`src/inc/twmr_pkg.sv`:
```
// Purpose: Shared constants and types of the two-wire master receiver
// Assumes: 8-bit register port, 10 MHz core clock
// Notes:   Status codes carry zero in the two prescaler bits
package twmr_pkg;
  // ---------------------------------------------------------------
  // Register offsets
  // ---------------------------------------------------------------
  localparam logic [1:0] CTRL_OFS = 2'h0;
  localparam logic [1:0] STAT_OFS = 2'h1;
  localparam logic [1:0] DATA_OFS = 2'h2;
  // ---------------------------------------------------------------
  // Control register fields
  // ---------------------------------------------------------------
  localparam int FLAG_BIT  = 7;
  localparam int ACKEN_BIT = 6;
  localparam int START_BIT = 5;
  localparam int STOP_BIT  = 4;
  localparam int WCOL_BIT  = 3;
  localparam int EN_BIT    = 2;
  localparam logic [7:0] CTRL_RESET = 8'h00;
  localparam logic [7:0] DATA_RESET = 8'hFF;
  // ---------------------------------------------------------------
  // Status codes
  // ---------------------------------------------------------------
  localparam logic [7:0] STAT_START   = 8'h08;
  localparam logic [7:0] STAT_RESTART = 8'h10;
  localparam logic [7:0] STAT_AW_ACK  = 8'h18;
  localparam logic [7:0] STAT_AW_NACK = 8'h20;
  localparam logic [7:0] STAT_DW_ACK  = 8'h28;
  localparam logic [7:0] STAT_DW_NACK = 8'h30;
  localparam logic [7:0] STAT_LOST    = 8'h38;
  localparam logic [7:0] STAT_AR_ACK  = 8'h40;
  localparam logic [7:0] STAT_AR_NACK = 8'h48;
  localparam logic [7:0] STAT_DR_ACK  = 8'h50;
  localparam logic [7:0] STAT_DR_NACK = 8'h58;
  localparam logic [7:0] STAT_NONE    = 8'hF8;
  // ---------------------------------------------------------------
  // Bus timing
  // ---------------------------------------------------------------
  localparam int CLK_NS      = 100;
  localparam int QUARTER_NS  = 2500;
  localparam int QUARTER_CYC = (QUARTER_NS + CLK_NS - 1) / CLK_NS;
  localparam logic [7:0] Q_RELOAD = 8'(QUARTER_CYC - 1);
  localparam logic [3:0] ACK_BIT_IDX = 4'h8;
  // ---------------------------------------------------------------
  // Engine states
  // ---------------------------------------------------------------
  typedef enum logic [2:0] {
    ST_IDLE     = 3'b000,
    ST_WAITFREE = 3'b001,
    ST_START    = 3'b010,
    ST_XFER     = 3'b011,
    ST_HOLD     = 3'b100,
    ST_RESTART  = 3'b101,
    ST_STOP     = 3'b110
  } twmr_state_t;
endpackage

```
`src/hw/twmr_master_rx.sv`:
```
// Purpose: Byte-level two-wire bus master, receiver and address/transmit path
// Assumes: Bus pins open drain, sampled through two flip-flops
// Notes:   Software steps every byte through the step done flag
//
// Added by the designer: the register offsets and the address-and-strobe port.
`timescale 1ns/1ns

// Function
// - Start waits for a free bus, then flag set with code 0x08.
// - Address direction bit selects transmit or receive operation.
// - After read address and acknowledge, flag set with 0x38, 0x40 or 0x48.
// - Lost in read address or NACK: release bus or restart when free.
// - Lost in write address or data: same release or restart choice.
// - Next byte received; ACK if acknowledge enable set, else NACK.
// - After NACK codes: repeated start, self-clearing stop, or both.
// - Received byte readable in data register while flag is set.
// - After 0x10 any slave may be addressed; write address transmits.
// - Status prescaler bits read as zero for code comparison.
// - Data write while flag low is discarded and sets write collision.
module twmr_master_rx (
  input  logic       core_clk,   // Core clock
  input  logic       reset_n,    // Async reset
  input  logic [1:0] regAddr,    // Register address
  input  logic [7:0] regWrData,  // Write data
  input  logic       regWr,      // Write strobe
  input  logic       regRd,      // Read strobe
  output logic [7:0] regRdData,  // Read data
  input  logic       sclIn,      // Clock line level
  output logic       sclOut,     // Clock line drive value
  output logic       sclOe,      // Clock line pull low
  input  logic       sdaIn,      // Data line level
  output logic       sdaOut,     // Data line drive value
  output logic       sdaOe       // Data line pull low
);
  // ---------------------------------------------------------------
  // Declarations
  // ---------------------------------------------------------------
  twmr_pkg::twmr_state_t state_r;
  logic [1:0] phase_r;
  logic [7:0] qCnt_r;
  logic [3:0] bitCnt_r;
  logic       sclOe_r;
  logic       sdaOe_r;
  logic [7:0] status_r;
  logic       flagSet_r;
  logic       stopDone_r;
  logic       rxMode_r;
  logic       nextIsAddr_r;
  logic       lost_r;
  logic       flag_r;
  logic       en_r;
  logic       sta_r;
  logic       sto_r;
  logic       ackEn_r;
  logic       wcol_r;
  logic [7:0] dataReg_r;
  logic [7:0] regRdData_r;
  logic       sclMeta_r;
  logic       sclS_r;
  logic       sdaMeta_r;
  logic       sdaS_r;
  logic       sdaPrev_r;
  logic       busy_r;
  logic       ctrlWr;
  logic       dataWr;
  logic       go;
  logic       qDone;
  logic       tx;
  logic       bitDrive;
  logic       arbLoss;
  logic       shiftTick;
  logic       stretch;
  logic [7:0] byteCode;

  assign sclOut    = 1'b0;
  assign sdaOut    = 1'b0;
  assign sclOe     = sclOe_r;
  assign sdaOe     = sdaOe_r;
  assign regRdData = regRdData_r;

  // ---------------------------------------------------------------
  // Pin synchronisers and bus busy tracking
  // ---------------------------------------------------------------
  always_ff @(posedge core_clk or negedge reset_n) begin
    if (!reset_n) begin
      sclMeta_r <= 1'b1;
      sclS_r    <= 1'b1;
      sdaMeta_r <= 1'b1;
      sdaS_r    <= 1'b1;
      sdaPrev_r <= 1'b1;
    end else begin
      sclMeta_r <= sclIn;
      sclS_r    <= sclMeta_r;
      sdaMeta_r <= sdaIn;
      sdaS_r    <= sdaMeta_r;
      sdaPrev_r <= sdaS_r;
    end
  end

  // Start condition marks busy, stop condition frees
  always_ff @(posedge core_clk or negedge reset_n) begin
    if (!reset_n) begin
      busy_r <= 1'b0;
    end else if (sclS_r && sdaPrev_r && !sdaS_r) begin
      busy_r <= 1'b1;
    end else if (sclS_r && !sdaPrev_r && sdaS_r) begin
      busy_r <= 1'b0;
    end
  end

  // ---------------------------------------------------------------
  // Decode and bit helpers
  // ---------------------------------------------------------------
  assign ctrlWr    = regWr && (regAddr == twmr_pkg::CTRL_OFS);
  assign dataWr    = regWr && (regAddr == twmr_pkg::DATA_OFS);
  assign go        = ctrlWr && regWrData[twmr_pkg::FLAG_BIT] && flag_r;
  assign qDone     = (qCnt_r == 8'h00);
  assign tx        = nextIsAddr_r || !rxMode_r;
  assign stretch   = (phase_r == 2'h2) && !sclS_r;
  assign shiftTick = (state_r == twmr_pkg::ST_XFER) && (phase_r == 2'h3) && qDone
                     && (bitCnt_r < twmr_pkg::ACK_BIT_IDX);

  always_comb begin
    if (bitCnt_r < twmr_pkg::ACK_BIT_IDX) begin
      bitDrive = tx && !dataReg_r[7];
    end else begin
      bitDrive = !tx && ackEn_r;
    end
  end

  // Released line read low where we expected high
  always_comb begin
    if (bitCnt_r < twmr_pkg::ACK_BIT_IDX) begin
      arbLoss = !sdaOe_r && !sdaS_r && tx;
    end else begin
      arbLoss = !sdaOe_r && !sdaS_r && !tx;
    end
  end

  always_comb begin
    if (nextIsAddr_r && dataReg_r[0]) begin
      byteCode = sdaS_r ? twmr_pkg::STAT_AR_NACK : twmr_pkg::STAT_AR_ACK;
    end else if (nextIsAddr_r) begin
      byteCode = sdaS_r ? twmr_pkg::STAT_AW_NACK : twmr_pkg::STAT_AW_ACK;
    end else if (rxMode_r) begin
      byteCode = sdaOe_r ? twmr_pkg::STAT_DR_ACK : twmr_pkg::STAT_DR_NACK;
    end else begin
      byteCode = sdaS_r ? twmr_pkg::STAT_DW_NACK : twmr_pkg::STAT_DW_ACK;
    end
  end

  // ---------------------------------------------------------------
  // Bus engine
  // ---------------------------------------------------------------
  always_ff @(posedge core_clk or negedge reset_n) begin
    if (!reset_n) begin
      state_r      <= twmr_pkg::ST_IDLE;
      phase_r      <= 2'h0;
      qCnt_r       <= 8'h00;
      bitCnt_r     <= 4'h0;
      sclOe_r      <= 1'b0;
      sdaOe_r      <= 1'b0;
      status_r     <= twmr_pkg::STAT_NONE;
      flagSet_r    <= 1'b0;
      stopDone_r   <= 1'b0;
      rxMode_r     <= 1'b0;
      nextIsAddr_r <= 1'b0;
      lost_r       <= 1'b0;
    end else begin
      flagSet_r  <= 1'b0;
      stopDone_r <= 1'b0;
      qCnt_r     <= qDone ? twmr_pkg::Q_RELOAD : qCnt_r - 8'h01;
      if (!en_r) begin
        state_r <= twmr_pkg::ST_IDLE;
        sclOe_r <= 1'b0;
        sdaOe_r <= 1'b0;
      end else begin
        case (state_r)
          twmr_pkg::ST_IDLE: begin
            sclOe_r <= 1'b0;
            sdaOe_r <= 1'b0;
            if (sta_r && !flag_r) begin
              state_r <= twmr_pkg::ST_WAITFREE;
            end
          end
          twmr_pkg::ST_WAITFREE: begin
            if (!busy_r) begin
              state_r <= twmr_pkg::ST_START;
              phase_r <= 2'h0;
              qCnt_r  <= twmr_pkg::Q_RELOAD;
            end
          end
          twmr_pkg::ST_START: begin
            sdaOe_r <= 1'b1;
            if (qDone) begin
              phase_r <= phase_r + 2'h1;
              if (phase_r == 2'h1) begin
                sclOe_r      <= 1'b1;
                state_r      <= twmr_pkg::ST_HOLD;
                status_r     <= twmr_pkg::STAT_START;
                flagSet_r    <= 1'b1;
                nextIsAddr_r <= 1'b1;
                lost_r       <= 1'b0;
              end
            end
          end
          twmr_pkg::ST_HOLD: begin
            if (go) begin
              phase_r  <= 2'h0;
              qCnt_r   <= twmr_pkg::Q_RELOAD;
              bitCnt_r <= 4'h0;
              if (lost_r) begin
                state_r <= regWrData[twmr_pkg::START_BIT] ? twmr_pkg::ST_WAITFREE
                                                           : twmr_pkg::ST_IDLE;
              end else if (regWrData[twmr_pkg::STOP_BIT]) begin
                state_r <= twmr_pkg::ST_STOP;
              end else if (regWrData[twmr_pkg::START_BIT]) begin
                state_r <= twmr_pkg::ST_RESTART;
              end else begin
                state_r <= twmr_pkg::ST_XFER;
              end
            end
          end
          twmr_pkg::ST_XFER, twmr_pkg::ST_RESTART, twmr_pkg::ST_STOP: begin
            if (phase_r == 2'h0) begin
              if (state_r == twmr_pkg::ST_XFER) begin
                sdaOe_r <= bitDrive;
              end else begin
                sdaOe_r <= (state_r == twmr_pkg::ST_STOP);
              end
            end
            if (stretch) begin
              qCnt_r <= twmr_pkg::Q_RELOAD;
            end else if (qDone) begin
              phase_r <= phase_r + 2'h1;
              if (phase_r == 2'h1) begin
                sclOe_r <= 1'b0;
              end
              if (phase_r == 2'h2 && state_r != twmr_pkg::ST_XFER) begin
                sdaOe_r <= (state_r == twmr_pkg::ST_RESTART);
              end
              if (phase_r == 2'h3) begin
                sclOe_r  <= 1'b1;
                bitCnt_r <= bitCnt_r + 4'h1;
                if (state_r == twmr_pkg::ST_STOP) begin
                  sclOe_r    <= 1'b0;
                  stopDone_r <= 1'b1;
                  state_r    <= sta_r ? twmr_pkg::ST_WAITFREE : twmr_pkg::ST_IDLE;
                end else if (state_r == twmr_pkg::ST_RESTART) begin
                  state_r      <= twmr_pkg::ST_HOLD;
                  status_r     <= twmr_pkg::STAT_RESTART;
                  flagSet_r    <= 1'b1;
                  nextIsAddr_r <= 1'b1;
                end else if (arbLoss) begin
                  sclOe_r   <= 1'b0;
                  sdaOe_r   <= 1'b0;
                  lost_r    <= 1'b1;
                  state_r   <= twmr_pkg::ST_HOLD;
                  status_r  <= twmr_pkg::STAT_LOST;
                  flagSet_r <= 1'b1;
                end else if (bitCnt_r == twmr_pkg::ACK_BIT_IDX) begin
                  state_r      <= twmr_pkg::ST_HOLD;
                  status_r     <= byteCode;
                  flagSet_r    <= 1'b1;
                  nextIsAddr_r <= 1'b0;
                  if (nextIsAddr_r) begin
                    rxMode_r <= dataReg_r[0];
                  end
                end
              end
            end
          end
          default: begin
            state_r <= twmr_pkg::ST_IDLE;
          end
        endcase
      end
    end
  end

  // ---------------------------------------------------------------
  // Control register and step done flag
  // ---------------------------------------------------------------
  always_ff @(posedge core_clk or negedge reset_n) begin
    if (!reset_n) begin
      en_r    <= twmr_pkg::CTRL_RESET[twmr_pkg::EN_BIT];
      sta_r   <= twmr_pkg::CTRL_RESET[twmr_pkg::START_BIT];
      sto_r   <= twmr_pkg::CTRL_RESET[twmr_pkg::STOP_BIT];
      ackEn_r <= twmr_pkg::CTRL_RESET[twmr_pkg::ACKEN_BIT];
    end else begin
      if (ctrlWr) begin
        en_r    <= regWrData[twmr_pkg::EN_BIT];
        sta_r   <= regWrData[twmr_pkg::START_BIT];
        sto_r   <= regWrData[twmr_pkg::STOP_BIT];
        ackEn_r <= regWrData[twmr_pkg::ACKEN_BIT];
      end
      if (stopDone_r) begin
        sto_r <= 1'b0;
      end
    end
  end

  // Hardware set wins over a clearing write
  always_ff @(posedge core_clk or negedge reset_n) begin
    if (!reset_n) begin
      flag_r <= twmr_pkg::CTRL_RESET[twmr_pkg::FLAG_BIT];
    end else if (flagSet_r) begin
      flag_r <= 1'b1;
    end else if (ctrlWr && regWrData[twmr_pkg::FLAG_BIT]) begin
      flag_r <= 1'b0;
    end
  end

  // ---------------------------------------------------------------
  // Data register and write collision
  // ---------------------------------------------------------------
  always_ff @(posedge core_clk or negedge reset_n) begin
    if (!reset_n) begin
      dataReg_r <= twmr_pkg::DATA_RESET;
      wcol_r    <= 1'b0;
    end else if (dataWr) begin
      if (flag_r) begin
        dataReg_r <= regWrData;
        wcol_r    <= 1'b0;
      end else begin
        wcol_r <= 1'b1;
      end
    end else if (shiftTick) begin
      dataReg_r <= {dataReg_r[6:0], sdaS_r};
    end
  end

  // ---------------------------------------------------------------
  // Read port
  // ---------------------------------------------------------------
  always_ff @(posedge core_clk or negedge reset_n) begin
    if (!reset_n) begin
      regRdData_r <= 8'h00;
    end else if (!regRd) begin
      regRdData_r <= 8'h00;
    end else begin
      case (regAddr)
        twmr_pkg::CTRL_OFS: regRdData_r <= {flag_r, ackEn_r, sta_r, sto_r, wcol_r, en_r, 2'h0};
        twmr_pkg::STAT_OFS: regRdData_r <= {status_r[7:2], 2'h0};
        twmr_pkg::DATA_OFS: regRdData_r <= dataReg_r;
        default:            regRdData_r <= 8'h00;
      endcase
    end
  end
endmodule // twmr_master_rx

```
`config.mk`:
```
export PLATFORM = sky130hd
export DESIGN_NAME = twmr_master_rx
export DESIGN_NICKNAME = d
export VERILOG_FILES = /design/src/inc/twmr_pkg.sv /design/src/hw/twmr_master_rx.sv
export SDC_FILE = /design/constraint.sdc
export NUM_CORES = 1
export LEC_CHECK = 0
export BUFFER_PORTS_ARGS = -buffer_cell sky130_fd_sc_hd__buf_2
export CORE_MARGIN = 1.5
export CORE_UTILIZATION = 30
export CTS_CLUSTER_DIAMETER = 30
export DETAILED_ROUTE_END_ITERATION = 16
export GPL_ROUTABILITY_DRIVEN = 0
export SYNTH_ARGS = -nofsm -noshare
export SYNTH_HDL_FRONTEND = slang
export SYNTH_SLANG_ARGS = --single-unit
```
`constraint.sdc`:
```
create_clock -name core_clk -period 4 [get_ports core_clk]
set_input_delay 0.2 -clock core_clk [delete_from_list [all_inputs] [get_ports core_clk]]
set_output_delay 0.2 -clock core_clk [all_outputs]
set_load 0.05 [all_outputs]
```
==> metrics.yaml, run 1 <==
outcome: "finished, violations left"
violations: "hold timing"
synth_cell_type_count: 74
syn_to_final_growth_pct: 14.3
reg2reg_to: "status_r[6]$_DFFE_PN1P_"
cts.sinks: 57
design_area_mm2: 0.00373
initialDrtViolationCount: 304
end_kind: "flop"
clockBufferDepth: 2
ys_warn_count: 0
rsz0062_at_grt: "false"
skew_ns: 0.0165
n_antenna_cell: 0
startpoint_type: "flop"
ys_ff_latch: 57
cts_tree: "yes"
worstReg2RegStart: "state_r[0]$_DFFE_PN0P_"
fmax_ghz: 0.406
antenna_left: 0
netlist_instances: 337
drtPass1Iterations: 5
setup_violations: 0
crit_type: "reg2reg"
grt_max_degree: 58
wl_um: 7360
final_hold_viol_count: 12
grt_antenna_before_repair: 0
min_path_type: "in2async"
peakVddDrop_uv: 155
dp_hpwl_um: 5290
worst_pin_slew_ns: 0.720
syn_area_mm2: 0.00326
yosysTopAreaCellShare_pct: 29.9
fin_crit_ns: 2.46
avgSynthCellArea_um2: 9.68
die-height_um: 107
io_buffers: 25
async_flop_share_pct: 100
endpoint: "status_r[6]$_DFFE_PN1P_"
nFillCells: 1035
grt_pass1_wl_um: 12300
period_share_pct: 61.6
placed_area_mm2: 0.00348
cts_setup_buffers: 0
die_w_um: 107
detail_route.wl_per_cell_um: 14.6
grt_pass1_vias: 2408
ys_seq_area_share_pct: 44.4
pin_count: 28
nets: 385
cellPowerDensity_mw_per_mm2: 521
core_area_mm2: 0.0104
r2r_slack_ns: 1.54
die-area_mm2: 0.0115
worst-r2r-cell-count: 6
cts_buffers: 9
cts-root-buf: "clkbuf_8"
worstPathRequired_ns: 4.27
fin_setup_tns_ns: 0
path_clk_slew_ns: 0.07
relSlewSlack_pct: 52.0
gr-usage-all-layers_pct: 13.8
drive_gt1_share_pct: 23.4
overflow: 0
slew_violations: 0
critPathLaunch: "state_r[0]$_DFFE_PN0P_"
core.rowCount: 37
clk_latency_ns: 0.35
drv_cap: 0
yosys.area.top_type: "dfrtp_1"
p_leak_nw: 1.54
worst_ep_arrival_time_ns: 2.73
initial_core_util_pct: 31.3
dr_total_vias: 2543
synth_edf_count: 0
yosys_most_used_dff: "dfrtp_1"
layout_common_cells: "46 x nand2_1, 39 x dfrtp_1, 29 x nor2_1"
critical_path.max_fanout: 19
fin_worst_hold_slack_ns: -0.00875
vias_per_cell: 5.06
synth.area.top_cells: "dfrtp_1 30%, dfstp_2 14%, nand2_1 5.3%"
drc: 0
h-tree-depth: 3
final_common_cell: "nand2_1"
cells by family (layout without fill, tap and decap cells):
kind of cell / Yosys count / count (layout) / synth area share, %
xor gates and xnor gates: 4 / 4 / 1.65
and+or+nand+nor: 136 / 136 / 22.1
AOI/OAI and AO/OA: 84 / 84 / 18.5
muxes: 20 / 20 / 6.40
DFF: 57 / 57 / 44.4
adders and majority gates: 7 / 7 / 2.68
other: 1 / 2 / 0.115
buffers and inverters: 28 / 57 / 4.14
cell type report:
class / instances / area [um2] / share of cell area [%]
multi-input combinational: 253 / 1680 / 45.1
sequential: 57 / 1450 / 38.8
tap: 136 / 170 / 4.56
timing repair buffer: 28 / 153 / 4.09
clock buffer: 9 / 124 / 3.32
clock inverter: 7 / 103 / 2.75
inverter: 13 / 48.8 / 1.31
metal layers:
| metal | global-route usage (%) | vias to the layer above | wire, um |
|---|---|---|---|
| li1 | - | 1255 | - |
| met1 | 18.0 | 1198 | 3460 |
| met2 | 21.3 | 73 | 3330 |
| met3 | 3.63 | 17 | 428 |
| met4 | 6.38 | 0 | 142 |
| met5 | 0 | - | 0 |
cell usage after synthesis (2+ instances only):
library cell	count
o21ai_1	2
mux2_2	7
dfstp_2	18
a22o_1	3
nor2b_1	7
xnor2_1	3
buf_2	3
nor2_1	29
inv_1	11
buf_4	5
nand2b_1	3
o21a_1	2
dfrtp_1	39
nand4_1	3
a21oi_1	18
nand3_1	2
clkbuf_1	5
a32oi_1	2
o21ai_0	16
and2_1	10
nand3b_1	3
or3_2	2
or3_1	3
o211ai_1	3
nand2_1	46
nor3_1	8
a31oi_1	13
nand2_2	2
mux2i_1	13
and3_1	3
a21boi_0	2
o2111ai_1	3
ha_1	7
how the worst min path moves through the flow:
stage,startpoint,depth (start not counted),endpoint,slack [ns]
after floorplan,reset_n,0,ackEn_r$_DFFE_PN0P_,-0.1
after global placement,sdaIn,1,sdaMeta_r$_DFF_PN1_,0.31
after detailed placement,sdaIn,1,sdaMeta_r$_DFF_PN1_,0.31
after CTS,reset_n,2,regRdData[4]$_DFF_PN0_,0.01
after global routing,reset_n,2,ackEn_r$_DFFE_PN0P_,0.05
final,reset_n,2,qCnt_r[2]$_DFF_PN0_,-0.009
through the flow:
step	total power [mW]	std cells	utilization, %	setup WS, ns	hold slack (ns)
after global routing	2.07	503	35.8	1.36	0.0505
after floorplan	1.21	338	-	1.95	-0.0956
after detailed placement	1.34	485	33.4	1.59	0.307
after CTS	1.96	503	35.8	1.57	0.0103
final	1.94	503	35.8	1.54	-0.00875
after global placement	1.33	485	33.4	1.61	0.307
timing repair:
action / CTS / global route
endpoints found under the setup margin: 0 / 0
endpoints found under the hold margin: 2 / 0
hold buffers: 2 / 0
resized for setup: 0 / 0
critical path: stages (launching register included):
cell       delay [ns]
dfrtp_1          0.67
and2_1           0.44
nand2_2          0.19
nor2_1           0.12
nor2_1           0.08
a2111oi_4        0.49
mux2_2           0.40
power by group:
part	leakage (nW)	switching, mW	total, mW	internal, mW
logic	0.741	0.302	0.529	0.227
registers	0.691	0.123	0.802	0.679
clock network	0.110	0.259	0.614	0.355
total	1.54	0.684	1.94	1.26
state kept, by name, summed over array words and instances, names as in the netlist, 2 cells and up:
register,cells
bitCnt_r,4
dataReg_r,8
phase_r,2
qCnt_r,8
regRdData,8
state_r,3
status_r,5
Note: power is estimated with default switching activity, not from simulation.
==> inputs of run 2 (changes only) <==
--- a/config.mk
+++ b/config.mk
@@ -5,6 +5,7 @@
 export SDC_FILE = /design/constraint.sdc
 export NUM_CORES = 1
 export LEC_CHECK = 0
+export ABC_AREA = 1
 export BUFFER_PORTS_ARGS = -buffer_cell sky130_fd_sc_hd__buf_2
 export CORE_MARGIN = 1.5
 export CORE_UTILIZATION = 30
==> constraint.sdc (replaced) <==
create_clock -name core_clk -period 2.4 [get_ports core_clk]
set_input_delay 0.12 -clock core_clk [delete_from_list [all_inputs] [get_ports core_clk]]
set_output_delay 0.12 -clock core_clk [all_outputs]
set_load 0.05 [all_outputs]
==> run 2 against run 1 <==
Effect of this change:
- the flow now finishes without violations
- combinational power grew 100%
- first-iteration DRC count shrank 12%
- hold slack gained 0.032 ns
- routed wire length grew 3.7%
- synthesized cell count grew 26%
==> metrics.yaml, run 2 <==
wl_um: 7630
skew_ns: 0.00993
n_antenna_cell: 0
syn_area_mm2: 0.00333
yosys.area.top_type: "dfrtp_1"
vias_per_cell: 4.67
cpMostUsedCell: "inv_1"
dp_hpwl_um: 5650
yosys_most_used_dff: "dfrtp_1"
initialDrtViolationCount: 269
final_hold_viol_count: 0
avgSynthCellArea_um2: 7.83
worst_pin_slew_ns: 0.739
grt_antenna_before_repair: 0
fmax_ghz: 0.483
synth.area.top_cells: "dfrtp_1 29%, dfstp_2 14%, nand2_1 12%"
grt_max_degree: 58
fin_crit_ns: 2.07
cts_buffers: 9
clkPwrFrac_pct: 31.7
ys_ff_latch: 57
seqPwrFrac_pct: 37.3
worst_ep_arrival_time_ns: 2.34
period_share_pct: 86.2
path_clk_slew_ns: 0.07
fin_worst_hold_slack_ns: 0.0235
die-area_mm2: 0.0117
rsz0062_at_grt: "false"
h-tree-depth: 3
die_w_um: 108
nets: 485
detail_route.wl_per_cell_um: 12.6
synth_cell_type_count: 42
outcome: "complete, no violations"
slew_violations: 0
drive_gt1_share_pct: 20.6
layout_common_cells: "109 x nand2_1, 64 x inv_1, 39 x dfrtp_1"
netlist_instances: 425
yosysTopAreaCellShare_pct: 29.3
final_cell_count_no_fill: 607
nFillCells: 1142
fin_ws_ns: 0.331
p_sw_mw: 1.26
critical_path.max_fanout: 16
antenna_left: 0
overflow: 0
comb_power_share_pct: 30.9
core_area_mm2: 0.0108
final_common_cell: "nand2_1"
syn_to_final_growth_pct: 16.8
drc: 0
cts-root-buf: "clkbuf_8"
p_sw_share_pct: 36.0
relSlewSlack_pct: 50.7
utilization_pct: 35.9
cts_hold_buf: 4
clk_latency_ns: 0.35
gr-usage-all-layers_pct: 14.4
io_buffers: 25
p_leak_nw: 1.87
grt_pass1_vias: 2648
min_path_type: "in2reg"
async_flop_share_pct: 100
grt_pass1_wl_um: 13000
cellPowerDensity_mw_per_mm2: 899
core.rowCount: 38
pin_count: 28
startpoint_type: "flop"
drtPass1Iterations: 4
worstPathRequired_ns: 2.68
ys_seq_area_share_pct: 43.6
cpPeakStageDelay_ns: 0.48
dr_total_vias: 2834
dp_worst_setup_slack_ns: 0.348
die-height_um: 108
cts.sinks: 57
clockBufferDepth: 2
synth_edf_count: 0
setup_violations: 0
cts_tree: "yes"
synthMostInstantiatedCell: "nand2_1"
peakVddDrop_uv: 276
cp_slowest_cell: "o22ai_2"
initial_core_util_pct: 30.7
yosys-top-cells-count: "109 x nand2_1, 64 x inv_1, 39 x dfrtp_1"
cts_setup_buffers: 0
crit_type: "reg2reg"
ys_warn_count: 0
p_int_mw: 2.24
path_cells: "inv_1, ha_1, nand3_1, inv_1, nand2_2, nor2_1, inv_1, o22ai_2, nand2_1, o21ai_2"
drv_cap: 0
fin_setup_tns_ns: 0
ctsResizeCount: 0
end_kind: "flop"
dp.cells: 587
-- run 2: changes by cell type in the layout (fill, tap and decap cells not counted), sizes merged, moves of 7 or more --
cell	change
a31oi	-11
mux2	-7
nand3	+31
inv	+56
and2	-10
nor2b	-8
nor2	+10
mux2i	-13
nand2	+64
o21ai	+27
-- run 2: routing by layer --
layer	up-vias	routed length [um]	global-route usage (%)	part of all wire, %
met5	-	0	0	0
met1	1310	3750	20.0	49
li1	1446	-	-	-
met4	0	102	5.08	1.3
met3	7	365	3.62	4.8
met2	71	3410	21.6	45
-- run 2: worst paths after layout --
path | cells after the start | endpoint | slack, ns | from
worst max-delay path | 10 | dataReg_r[7]$_DFFE_PN1P_ | 0.33 | qCnt_r[0]$_DFF_PN0_
max in group asynchronous | 3 | state_r[2]$_DFFE_PN0P_ | 1.46 | reset_n
worst min-delay path | 3 | en_r$_DFFE_PN0P_ | 0.02 | regWrData[2]
worst max register to register | 10 | dataReg_r[7]$_DFFE_PN1P_ | 0.33 | qCnt_r[0]$_DFF_PN0_
worst min register to register | 0 | sclS_r$_DFF_PN1_ | 0.35 | sclMeta_r$_DFF_PN1_
min in group asynchronous | 3 | regRdData[7]$_DFF_PN0_ | 0.46 | reset_n
-- run 2: metrics by stage --
stage,instance area (um2),total power [mW]
floorplan,3330,2.13
global placement,3600,2.37
detailed placement,3600,2.39
CTS,3890,3.52
global route,3890,3.76
finish,3890,3.50
-- run 2: cells by family (layout without fill, tap and decap cells) --
group	after synthesis	count (layout)	share of synthesized area, %
compound gates	75	75	13.3
xor+xnor	3	3	0.790
fa+ha+maj	7	7	2.63
buf+inv	77	118	9.40
flops	57	57	43.6
other cells	1	2	0.113
simple gates	205	205	30.2
-- run 2: area by class of cell --
class	instances	area, um2	area share, %
Tap cell	140	175	4.51
Sequential cell	57	1450	37.3
Clock inverter	5	103	2.64
Clock buffer	11	141	3.64
Inverter	70	263	6.76
Timing Repair Buffer	32	188	4.83
Multi-Input combinational cell	292	1570	40.4
-- run 2: power groups by stage --
stage | Combinational, mW | Sequential (mW) | Clock, mW
final | 1.08 | 1.31 | 1.11
after global placement | 1.05 | 1.31 | 0
after detailed placement | 1.07 | 1.32 | 0
after floorplan | 0.799 | 1.34 | 0
after global routing | 1.23 | 1.33 | 1.19
after CTS | 1.08 | 1.31 | 1.14
-- run 2: critical path: cells and delay by family (launching register included) --
kind	cells	cell delay, ns
AO/OA/AOI/OAI	2	0.56
adder cells (fa/ha/maj)	1	0.20
buffers and inverters	3	0.32
flip-flops	1	0.37
AND/OR/NAND/NOR	4	0.54
==> inputs of run 3 (changes only) <==
--- a/config.mk
+++ b/config.mk
@@ -5,13 +5,14 @@
 export SDC_FILE = /design/constraint.sdc
 export NUM_CORES = 1
 export LEC_CHECK = 0
-export ABC_AREA = 1
 export BUFFER_PORTS_ARGS = -buffer_cell sky130_fd_sc_hd__buf_2
 export CORE_MARGIN = 1.5
 export CORE_UTILIZATION = 30
 export CTS_CLUSTER_DIAMETER = 30
+export CTS_CLUSTER_SIZE = 25
 export DETAILED_ROUTE_END_ITERATION = 16
 export GPL_ROUTABILITY_DRIVEN = 0
+export GPL_TIMING_DRIVEN = 0
 export SYNTH_ARGS = -nofsm -noshare
 export SYNTH_HDL_FRONTEND = slang
 export SYNTH_SLANG_ARGS = --single-unit
==> run 3 against run 2 <==
Effect of this change:
- routed wire length is 2.1% higher
- sequential cell count unchanged
- global-route usage increased by 0.34 points
- sequential power about the same
- core utilization rose by 1.7 points
- cell area rose by 0.68%
- sequential share of layout area is 0.25 points lower
- highest routed layer unchanged
- worst setup slack worse by 0.20 ns
==> metrics.yaml, run 3 (same netlist as run 1, synthesis figures left out) <==
outcome: "complete, no violations"
antenna_left: 0
core.rowCount: 37
setup_violations: 0
peakVddDrop_uv: 252
drv_cap: 0
drive_gt1_share_pct: 24.9
drtPass1Iterations: 4
p_leak_nw: 1.65
drc: 0
grt_antenna_before_repair: 0
hp-start: "regRd"
startpoint_type: "flop"
h-tree-depth: 3
dr_total_vias: 2645
final_hold_viol_count: 0
cellPowerDensity_mw_per_mm2: 873
detail_route.wl_per_cell_um: 14.9
core_area_mm2: 0.0104
clk_latency_ns: 0.35
cp_num_buf_inv: 1
initialDrtViolationCount: 208
period_share_pct: 94.4
cpPeakStageDelay_ns: 0.40
die-area_mm2: 0.0115
io_buffers: 24
critical_path.max_fanout: 6
wl_um: 7800
crit_family: "simple AND/OR/NAND/NOR gates"
utilization_pct: 37.6
overflow: 0
vias_per_cell: 5.07
cts-root-buf: "clkbuf_8"
layout_common_cells: "46 x nand2_1, 39 x dfrtp_1, 29 x nor2_1"
initial_core_util_pct: 31.3
clockBufferDepth: 2
crit_type: "reg2reg"
grt_pass1_vias: 2598
path_clk_slew_ns: 0.08
worstReg2RegStart: "qCnt_r[0]$_DFF_PN0_"
fin_crit_ns: 2.27
rsz0062_at_grt: "true"
fin_ws_ns: 0.135
gr-usage-all-layers_pct: 14.7
min_path_type: "in2reg"
cts_tree: "yes"
syn_to_final_growth_pct: 19.9
dp_worst_setup_slack_ns: 0.0461
grt_pass1_wl_um: 13000
end_kind: "flop"
n_antenna_cell: 0
critPathLaunch: "qCnt_r[0]$_DFF_PN0_"
worst_pin_slew_ns: 0.714
final_common_cell: "nand2_1"
cts.sinks: 57
worstPathRequired_ns: 2.64
die-height_um: 107
grt_max_degree: 58
path_cells: "inv_1, ha_2, nor4b_4, nand2_4, a211oi_1, and4_1, o21ai_1, a22o_1"
worst_ep_arrival_time_ns: 2.51
nets: 404
cp_slowest_cell: "dfrtp_1"
dp_hpwl_um: 5660
pin_count: 28
die_w_um: 107
cts_buffers: 9
slew_violations: 0
skew_ns: 0.0106
fmax_ghz: 0.441
relSlewSlack_pct: 52.0
-- run 3: path summary, 6_finish.rpt --
check	endpoint	slack [ns]	cells past startpoint
min reg2reg	sdaS_r$_DFF_PN1_	0.36	0
min	regRdData[3]$_DFF_PN0_	0.02	2
max reg2reg	bitCnt_r[3]$_DFFE_PN0P_	0.13	8
max in group asynchronous	stopDone_r$_DFF_PN0_	1.57	2
min in group asynchronous	qCnt_r[1]$_DFF_PN0_	0.37	2
max	bitCnt_r[3]$_DFFE_PN0P_	0.13	8
-- run 3: cell type report --
type                            count  area [um2]
Buffer                             15        86.3
Clock buffer                        9         124
Clock inverter                      7         125
Fill cell                        1026        6500
Inverter                           13        48.8
Multi-Input combinational cell    253        1710
Sequential cell                    57        1450
Tap cell                          136         170
Timing Repair Buffer               32         200
-- run 3: worst register-to-register path, cell delays in order, from the launching register on --
cell and delay [ns]:
dfrtp_1 0.40, inv_1 0.09, ha_2 0.22, nor4b_4 0.32, nand2_4 0.16, a211oi_1 0.39, and4_1 0.27, o21ai_1 0.07
a22o_1 0.25
-- run 3: timing repair --
action / in CTS / in global routing
resized for setup: 0 / 4
endpoints found under the setup margin: 0 / 9
hold buffers: 6 / 1
endpoints found under the hold margin: 6 / 39
buffers inserted: 0 / 1
-- run 3: layer usage --
layer | GRT usage, % | wire [um] | vias to the layer above
met5 | 0 | 0 | -
met4 | 6.76 | 183 | 0
met3 | 3.63 | 372 | 19
met2 | 22.6 | 3530 | 75
met1 | 19.4 | 3710 | 1267
li1 | - | - | 1284
-- run 3: power by group --
group          internal [mW]  total [mW]  switching (mW)  leakage (nW)
logic                  0.416        1.01           0.590         0.829
clock network          0.700        1.14           0.436         0.124
registers               1.13        1.28           0.142         0.691
total                   2.25        3.42            1.17          1.65
-- run 3: through the flow --
stage / instance area [um2] / hold WS (ns) / total power [mW] / std cells / setup TNS [ns]
2_1_floorplan: 3270 / -0.176 / 2.01 / 338 / 0
3_3_place_gp: 3560 / 0.227 / 2.24 / 498 / 0
3_5_place_dp: 3560 / 0.227 / 2.26 / 498 / 0
4_1_cts: 3870 / 0.0122 / 3.42 / 520 / 0
5_1_grt: 3910 / 0.0290 / 3.63 / 522 / -0.00574
6_report: 3910 / 0.0208 / 3.42 / 522 / 0
